==> src/core/rcrb_defs.svh <==
/*
 * Constants of the record chunk response builder: codes, field sizes and reset values.
 * Assumes it is included by bare name wherever one of these macros is used.
 */
`ifndef RCRB_DEFS_SVH
`define RCRB_DEFS_SVH

// ==========================================================================
// Request phase flag values.
`define RCRB_PHASE_LATER 8'h00
`define RCRB_PHASE_FIRST 8'h01

// ==========================================================================
// Chunk position codes.
`define RCRB_POS_FIRST 8'h00
`define RCRB_POS_MIDDLE 8'h01
`define RCRB_POS_LAST 8'h04
`define RCRB_POS_WHOLE 8'h05

// ==========================================================================
// Sizes and reset values.
`define RCRB_HDR_BYTES 16'h000B
`define RCRB_ID_NONE 32'h0000_0000
`define RCRB_TOKEN_NONE 32'h0000_0000
`define RCRB_COUNT_NONE 16'h0000
`define RCRB_CRC_POLY 8'h07
`define RCRB_CRC_INIT 8'h00
`define RCRB_FIFO_DEPTH 8
`define RCRB_FIFO_WIDTH 9

`endif

==> src/core/rcrb_pkg.sv <==
/*
 * Types of the record chunk response builder.
 * Assumes nothing beyond a SystemVerilog compiler; constants live in rcrb_defs.svh.
 */
package rcrb_pkg;

    // ======================================================================
    // One read request as the requester issued it.
    typedef struct packed {
        logic [31:0] record_id;
        logic [31:0] chunk_token;
        logic [7:0] request_phase_flag;
        logic [15:0] requested_byte_limit;
    } rcrb_req_t;

    // ======================================================================
    // One byte of the response stream with its end marker.
    typedef struct packed {
        logic [7:0] data;
        logic last;
    } rcrb_byte_t;

    // ======================================================================
    // Response emission states.
    typedef enum logic [1:0] {
        RCRB_IDLE = 2'b00,
        RCRB_HDR = 2'b01,
        RCRB_PAY = 2'b10,
        RCRB_CRC = 2'b11
    } rcrb_state_t;

endpackage

==> src/core/rcrb_builder.sv <==
/*
 * Record chunk response builder: a response byte FIFO and the top module that turns
 * chunked record read requests into response fields, payload and checksum.
 * Assumes a record store that answers combinationally on the same clock, and a
 * requester that keeps its own side of the chunk protocol.
 */
// What this block does
// - Return 32-bit following record identifier.
// - Later chunks repeat first chunk's following id.
// - Record id fixed through one retrieval.
// - Zero following id when none follows.
// - Next chunk token, zero when nothing remains.
// - Zero token on first chunk means whole.
// - Position code first, middle, last, whole.
// - Byte count equals payload bytes sent.
// - Zero limit gives zero count, no payload.
// - Checksum appended only on last chunk.
`timescale 1ns/1ps
`default_nettype none
`include "rcrb_defs.svh"

// ==========================================================================
// Synchronous FIFO in flip-flops with valid and ready on both sides.
module rcrb_fifo #(
    parameter int WIDTH = `RCRB_FIFO_WIDTH,
    parameter int DEPTH = `RCRB_FIFO_DEPTH
) (
    input wire logic clock,
    input wire logic rst,
    input wire logic [WIDTH-1:0] in_data,
    input wire logic in_valid,
    output logic in_ready,
    output logic [WIDTH-1:0] out_data,
    output logic out_valid,
    input wire logic out_ready
);
    // Pointer width: one extra bit tells a full FIFO from an empty one.
    localparam int AW = $clog2(DEPTH);

    // Storage and pointers, each with its registered and its next value.
    logic [WIDTH-1:0] mem_q [DEPTH];
    logic [WIDTH-1:0] mem_d [DEPTH];
    logic [AW:0] wptr_q, wptr_d, rptr_q, rptr_d;
    logic push, pop;

    // Full when pointers differ only in the wrap bit, empty when equal.
    assign in_ready = !((wptr_q[AW] != rptr_q[AW]) && (wptr_q[AW-1:0] == rptr_q[AW-1:0]));
    assign out_valid = (wptr_q != rptr_q);
    assign out_data = mem_q[rptr_q[AW-1:0]];
    assign push = in_valid && in_ready;
    assign pop = out_valid && out_ready;

    // A push and a pop may fall in one cycle; both pointers then move.
    // Next pointer and storage values.
    always_comb begin
        mem_d = mem_q;
        wptr_d = wptr_q;
        rptr_d = rptr_q;
        if (push) begin
            mem_d[wptr_q[AW-1:0]] = in_data;
            wptr_d = wptr_q + 1'b1;
        end
        if (pop) begin
            rptr_d = rptr_q + 1'b1;
        end
    end

    // Storage registers.
    always_ff @(posedge clock) begin
        mem_q <= mem_d;
    end

    // Pointer registers.
    always_ff @(posedge clock) begin
        if (rst) begin
            wptr_q <= '0;
            rptr_q <= '0;
        end else begin
            wptr_q <= wptr_d;
            rptr_q <= rptr_d;
        end
    end
endmodule // rcrb_fifo

// ==========================================================================
// Response builder top.
module rcrb_builder (
    input wire logic clock,
    input wire logic rst,
    input wire rcrb_pkg::rcrb_req_t req,
    input wire logic req_valid,
    output logic req_ready,
    output logic [31:0] store_record_id,
    output logic [15:0] store_offset,
    input wire logic [15:0] store_length,
    input wire logic [31:0] store_following_id,
    input wire logic [7:0] store_byte,
    output rcrb_pkg::rcrb_byte_t out_byte,
    output logic out_valid,
    input wire logic out_ready,
    output logic busy
);
    // Checksum step over one byte, most significant bit first.
    function automatic logic [7:0] crc8_step(input logic [7:0] crc, input logic [7:0] data);
        logic [7:0] c;
        c = crc ^ data;
        for (int i = 0; i < 8; i++) begin
            c = c[7] ? ({c[6:0], 1'b0} ^ `RCRB_CRC_POLY) : {c[6:0], 1'b0};
        end
        return c;
    endfunction

    // Picks byte n of the little-endian header.
    function automatic logic [7:0] hdr_byte(input logic [87:0] hdr, input logic [15:0] n);
        logic [7:0] b;
        b = 8'h00;
        for (int i = 0; i < 11; i++) begin
            if (n == 16'(i)) begin
                b = hdr[i*8 +: 8];
            end
        end
        return b;
    endfunction

    // Latched request: id, first chunk's following id, offset, count, header and checksum.
    rcrb_pkg::rcrb_state_t state_q, state_d;
    logic [31:0] rid_q, rid_d;
    logic [31:0] first_next_q, first_next_d;
    logic [15:0] off_q, off_d;
    logic [15:0] cnt_q, cnt_d;
    logic [15:0] idx_q, idx_d;
    logic [7:0] code_q, code_d;
    logic [7:0] crc_q, crc_d;
    logic [87:0] hdr_q, hdr_d;
    rcrb_pkg::rcrb_byte_t push_byte;
    logic push_valid, push_ready;
    logic take;
    logic first;
    logic [15:0] req_off, remain, count, left;
    logic [31:0] token, following;
    logic [7:0] code;

    // One request at a time: none is taken while a response is being built.
    assign req_ready = (state_q == rcrb_pkg::RCRB_IDLE);
    assign take = req_valid && req_ready;
    assign busy = !req_ready;
    // While idle the store is asked about the incoming record, otherwise the latched one.
    assign store_record_id = req_ready ? req.record_id : rid_q;
    assign store_offset = off_q;

    // Request decode: offset, byte count, token, position code and following id.
    always_comb begin
        first = (req.request_phase_flag == `RCRB_PHASE_FIRST);
        // A flag other than the first-chunk code is handled as a later chunk.
        // Later tokens carry the next offset plus one, so a later token is never zero.
        req_off = (first || req.chunk_token == `RCRB_TOKEN_NONE) ? 16'h0000 : 16'(req.chunk_token - 32'd1);
        remain = (req_off >= store_length) ? 16'h0000 : 16'(store_length - req_off);
        count = (req.requested_byte_limit < remain) ? req.requested_byte_limit : remain;
        left = 16'(remain - count);
        token = (left == 16'h0000) ? `RCRB_TOKEN_NONE : (32'(req_off) + 32'(count) + 32'd1);
        if (first) begin
            code = (left == 16'h0000) ? `RCRB_POS_WHOLE : `RCRB_POS_FIRST;
        end else begin
            code = (left == 16'h0000) ? `RCRB_POS_LAST : `RCRB_POS_MIDDLE;
        end
        following = first ? store_following_id : first_next_q;
    end

    // Sequencing of header, payload and checksum bytes into the FIFO.
    always_comb begin
        state_d = state_q;
        rid_d = rid_q;
        first_next_d = first_next_q;
        off_d = off_q;
        cnt_d = cnt_q;
        idx_d = idx_q;
        code_d = code_q;
        crc_d = crc_q;
        hdr_d = hdr_q;
        push_valid = 1'b0;
        push_byte = '0;
        unique case (state_q)
            rcrb_pkg::RCRB_IDLE: begin
                // Latch the request and its decoded header fields.
                if (take) begin
                    rid_d = req.record_id;
                    off_d = req_off;
                    cnt_d = count;
                    code_d = code;
                    idx_d = 16'h0000;
                    hdr_d = {count, code, token, following};
                    // A first chunk restarts the checksum and remembers its following id.
                    if (first) begin
                        first_next_d = store_following_id;
                        crc_d = `RCRB_CRC_INIT;
                    end
                    state_d = rcrb_pkg::RCRB_HDR;
                end
            end
            rcrb_pkg::RCRB_HDR: begin
                // Eleven header bytes, each field least significant byte first.
                push_valid = 1'b1;
                push_byte.data = hdr_byte(hdr_q, idx_q);
                push_byte.last = (idx_q == 16'(`RCRB_HDR_BYTES - 16'd1)) && (cnt_q == `RCRB_COUNT_NONE)
                    && (code_q != `RCRB_POS_LAST);
                if (push_ready) begin
                    idx_d = 16'(idx_q + 16'd1);
                    if (idx_q == 16'(`RCRB_HDR_BYTES - 16'd1)) begin
                        idx_d = 16'h0000;
                        if (cnt_q != `RCRB_COUNT_NONE) begin
                            state_d = rcrb_pkg::RCRB_PAY;
                        end else if (code_q == `RCRB_POS_LAST) begin
                            state_d = rcrb_pkg::RCRB_CRC;
                        end else begin
                            state_d = rcrb_pkg::RCRB_IDLE;
                        end
                    end
                end
            end
            rcrb_pkg::RCRB_PAY: begin
                // A stalled FIFO holds the offset, so the store offers the same byte again.
                push_valid = 1'b1;
                push_byte.data = store_byte;
                push_byte.last = (idx_q == 16'(cnt_q - 16'd1)) && (code_q != `RCRB_POS_LAST);
                if (push_ready) begin
                    crc_d = crc8_step(crc_q, store_byte);
                    off_d = 16'(off_q + 16'd1);
                    idx_d = 16'(idx_q + 16'd1);
                    if (idx_q == 16'(cnt_q - 16'd1)) begin
                        state_d = (code_q == `RCRB_POS_LAST) ? rcrb_pkg::RCRB_CRC : rcrb_pkg::RCRB_IDLE;
                    end
                end
            end
            rcrb_pkg::RCRB_CRC: begin
                // The checksum is right only when chunks are read in order, without retries.
                // checksum on last
                push_valid = 1'b1;
                push_byte.data = crc_q;
                push_byte.last = 1'b1;
                if (push_ready) begin
                    state_d = rcrb_pkg::RCRB_IDLE;
                end
            end
        endcase
    end

    // Reset leaves the builder idle, ready for a request at the next edge.
    // Sequencer registers.
    always_ff @(posedge clock) begin
        if (rst) begin
            state_q <= rcrb_pkg::RCRB_IDLE;
            rid_q <= `RCRB_ID_NONE;
            first_next_q <= `RCRB_ID_NONE;
            off_q <= 16'h0000;
            cnt_q <= `RCRB_COUNT_NONE;
            idx_q <= 16'h0000;
            code_q <= `RCRB_POS_FIRST;
            crc_q <= `RCRB_CRC_INIT;
            hdr_q <= '0;
        end else begin
            state_q <= state_d;
            rid_q <= rid_d;
            first_next_q <= first_next_d;
            off_q <= off_d;
            cnt_q <= cnt_d;
            idx_q <= idx_d;
            code_q <= code_d;
            crc_q <= crc_d;
            hdr_q <= hdr_d;
        end
    end

    // Response byte FIFO; a stalled drain stalls the sequencer.
    // Eight entries let a slow drain overlap the header build.
    rcrb_fifo #(
        .WIDTH(`RCRB_FIFO_WIDTH),
        .DEPTH(`RCRB_FIFO_DEPTH)
    ) u_fifo (
        .clock(clock),
        .rst(rst),
        .in_data(push_byte),
        .in_valid(push_valid),
        .in_ready(push_ready),
        .out_data(out_byte),
        .out_valid(out_valid),
        .out_ready(out_ready)
    );
endmodule // rcrb_builder

`default_nettype wire

==> config.mk <==
export PLATFORM = sky130hd
export DESIGN_NAME = rcrb_builder
export DESIGN_NICKNAME = d
export VERILOG_FILES = /design/src/core/rcrb_pkg.sv /design/src/core/rcrb_builder.sv
export VERILOG_INCLUDE_DIRS = /design/src /design/src/core
export SDC_FILE = /design/constraint.sdc
export NUM_CORES = 1
export LEC_CHECK = 0
export BUFFER_PORTS_ARGS = -buffer_cell sky130_fd_sc_hd__buf_2
export CAP_MARGIN = 15
export CELL_PAD_IN_SITES_DETAIL_PLACEMENT = 1
export CELL_PAD_IN_SITES_GLOBAL_PLACEMENT = 1
export CORE_ASPECT_RATIO = 0.5
export CORE_MARGIN = 5
export CORE_UTILIZATION = 45
export CTS_BUF_LIST = sky130_fd_sc_hd__clkbuf_4
export DETAILED_ROUTE_END_ITERATION = 16
export MAX_ROUTING_LAYER = met4
export PLACE_DENSITY = 0.89
export SETUP_SLACK_MARGIN = 0.05
export SYNTH_ARGS = -nofsm -noshare
export SYNTH_HDL_FRONTEND = slang
export SYNTH_SLANG_ARGS = --single-unit
==> constraint.sdc <==
create_clock -name clock -period 15.4 [get_ports clock]
set_clock_uncertainty 0.2 [all_clocks]
set_input_delay 3.85 -clock clock [delete_from_list [all_inputs] [get_ports clock]]
set_output_delay 3.85 -clock clock [all_outputs]
set_load 0.02 [all_outputs]
==> results.json <==
{
  "worstReg2RegStart": "idx_q[11]",
  "start_util_pct": 45.62,
  "worstRegToRegCells": 8,
  "drc": 0,
  "fmax_mhz": 73.85,
  "cp_common_cell": "ha_1",
  "grt_pass1_vias": 13239,
  "synth_area_leaders": "dfxtp_1 (22%), edfxtp_1 (16%), ha_1 (6.9%)",
  "r2r_setup_slack_ns": 10.56,
  "dieWidth_um": 258.0,
  "antenna_found_initial": 8,
  "leakagePower_nw": 6.330,
  "ys_warn_count": 0,
  "rr_endpoint": "u_fifo.mem_q[35]",
  "cts_resized": 0,
  "ys.flop_type": "dfxtp_1",
  "wl_met3_um": 2737,
  "synth.largest_area_cell": "dfxtp_1",
  "hp-class": "reg2reg",
  "cts_setup_buffers": 0,
  "synthCells": 1598,
  "overflow": 0,
  "post_drt_wl_per_cell_um": 20.57,
  "drive_above_1_share_pct": 21.72,
  "rsz0062_at_grt": "false",
  "arrival_ns": 13.95,
  "finalPower_mw": 2.006,
  "gp_congestion": 0.9648,
  "cp_slowest_cell": "a2111oi_4",
  "p_per_area_nw_per_um2": 125.9,
  "yosysMostFrequentCell": "nand2_1",
  "cp_max_fo": 17,
  "htreeDepth": 2,
  "cts_tree": "yes",
  "area_growth_pct": 15.08,
  "hold_viol": 0,
  "cts_buffers": 53,
  "core_um2": 30350,
  "netlist-cell-type-count": 75,
  "grt_pass1_wl_um": 70960,
  "nFillCells": 3652,
  "cts-root-buf": "clkbuf_4",
  "fin_crit_sh_pct": 87.93,
  "top_layer": "met4",
  "routed_via_density": 5.836,
  "path_clk_slew_ns": 0.07,
  "drt_iter0_drc": 952,
  "first_pass_iters": 5,
  "async_reset_ff_share_pct": 0,
  "mappedNetlistArea_um2": 13840,
  "wl_met2_um": 22410,
  "grt_max_degree": 95,
  "worstMarginPinSlew_ns": 1.184,
  "synth_fp_nets": 1824,
  "synth_edf_count": 72,
  "cp-end-kind": "flop",
  "rows": 45,
  "startpoint": "req[29]",
  "slew_viol_final": 0,
  "avgSynthCellArea_um2": 8.663,
  "place_hpwl_um": 34610,
  "vias": 13066,
  "slowest_delay_ns": 0.89,
  "worstSetupPathType": "in2reg",
  "hold_ws_ns": 0.2532,
  "ios": 208,
  "worstPathRequired_ns": 15.81,
  "die_h_um": 134.0,
  "wl_um": 46050,
  "clk-insertion-delay-late_ns": 0.69,
  "drv_cap": 0,
  "wl_met1_um": 19430,
  "yosys_register_bits": 221,
  "yosysSeqAreaShare_pct": 37.17,
  "setup.worst_path.start_class": "input port",
  "maxSlewHeadroom_pct": 20.84,
  "clock-sinks": 221,
  "drtAntennaViolNets": 0,
  "cts.path.max_buffers": 3,
  "synth_top_area_share_pct": 21.55,
  "fin_tns_setup_ns": 0,
  "yosys-top-cells-count": "nand2_1 (231), nor2_1 (153), dfxtp_1 (149)",
  "outcome": "finished, final reports clean",
  "vdd_drop_max_v": 0.00004210,
  "finalSetupViolations": 0,
  "grt_usage_pct": 26.11,
  "ctsHoldBuffers": 0,
  "setup.worst_path.end": "hdr_q[45]",
  "port_buffers": 207,
  "nNetsFinal": 2020,
  "dieArea_um2": 34580,
  "period_needed_ns": 13.54
}
==> layout by cell type, fill, tap and decap left out, types with 33 or more instances in the layout <==
cell        n
a21oi_1   136
o21ai_0    50
xnor2_1    65
dfxtp_1   149
clkbuf_4   83
buf_2     206
nand2_1   231
ha_1       74
inv_1      84
mux2_2     42
nor2_1    152
xor2_1     35
nor3_1     38
edfxtp_1   72
nand3_1    33
==> worst min path at each step <==
| stage | start | endpoint | cells after the start |
|---|---|---|---|
| after global routing | rid_q[19] | rid_q[19] | 2 |
| after global placement | rid_q[27] | rid_q[27] | 2 |
| after CTS | rid_q[19] | rid_q[19] | 2 |
| after detailed placement | rid_q[19] | rid_q[19] | 2 |
| after floorplan | rid_q[0] | rid_q[0] | 2 |
| final | rid_q[12] | rid_q[12] | 2 |
==> stage by stage <==
| step | area, um^2 | utilization, % | worst slack [ns] | cells |
|---|---|---|---|---|
| global route | 15930 | 52.49 | 1.109 | 2239 |
| detailed placement | 15200 | 50.09 | 1.392 | 2137 |
| global placement | 15200 | 50.09 | 1.921 | 2137 |
| CTS | 15900 | 52.38 | 2.143 | 2230 |
| finish | 15930 | 52.49 | 1.859 | 2239 |
| floorplan | 13840 | - | 3.343 | 1598 |
==> cell type report <==
cell class	instances	area, um^2	share of cell area [%]
flip-flops and latches	221	5145	32.30
diodes	8	20.02	0.1257
repair buffers	221	1151	7.226
inverters	84	315.3	1.979
multi-input cells	1213	8107	50.89
clock buffers	83	623.1	3.911
well taps	399	499.2	3.134
clock inverters	10	70.07	0.4398
==> flip-flops by register name, indices dropped and copies added, names as in the netlist <==
register,flops
u_fifo.mem_q,72
rid_q,32
first_next_q,31
hdr_q,20
cnt_q,16
idx_q,16
store_offset,16
crc_q,8
u_fifo.rptr_q,4
u_fifo.wptr_q,4
state_q,2
==> power by group <==
| part | switching [mW] | internal, mW | total [mW] |
|---|---|---|---|
| Sequential | 0.0584 | 0.655 | 0.713 |
| Combinational | 0.483 | 0.310 | 0.793 |
| Clock | 0.239 | 0.260 | 0.499 |
==> worst max-delay path: cells and delay by family <==
kind / cells / cell delay, ns
and+or+nand+nor: 11 / 3.16
buffers and inverters: 3 / 0.52
AOI/OAI and AO/OA: 15 / 4.73
adders and majority gates: 3 / 0.87
muxes: 2 / 0.68
xor gates and xnor gates: 1 / 0.15
==> metal layers <==
layer  vias to the layer above  GRT usage [%]
met4                         0          9.094
met2                       443          43.64
li1                       6148              -
met5                         -              -
met1                      6378          32.54
met3                        97          4.157
==> cell families (layout without fill, tap and decap cells) <==
family	count (synthesis)	after routing	synth area share (%)
other cells	0	8	0
compound gates	370	370	17.56
simple gates	579	579	18.94
mux	86	86	8.324
xor+xnor	100	100	6.327
buf+inv	164	398	4.519
flops	221	221	37.17
fa+ha+maj	78	78	7.158
Note: power is estimated with default switching activity, not from simulation.
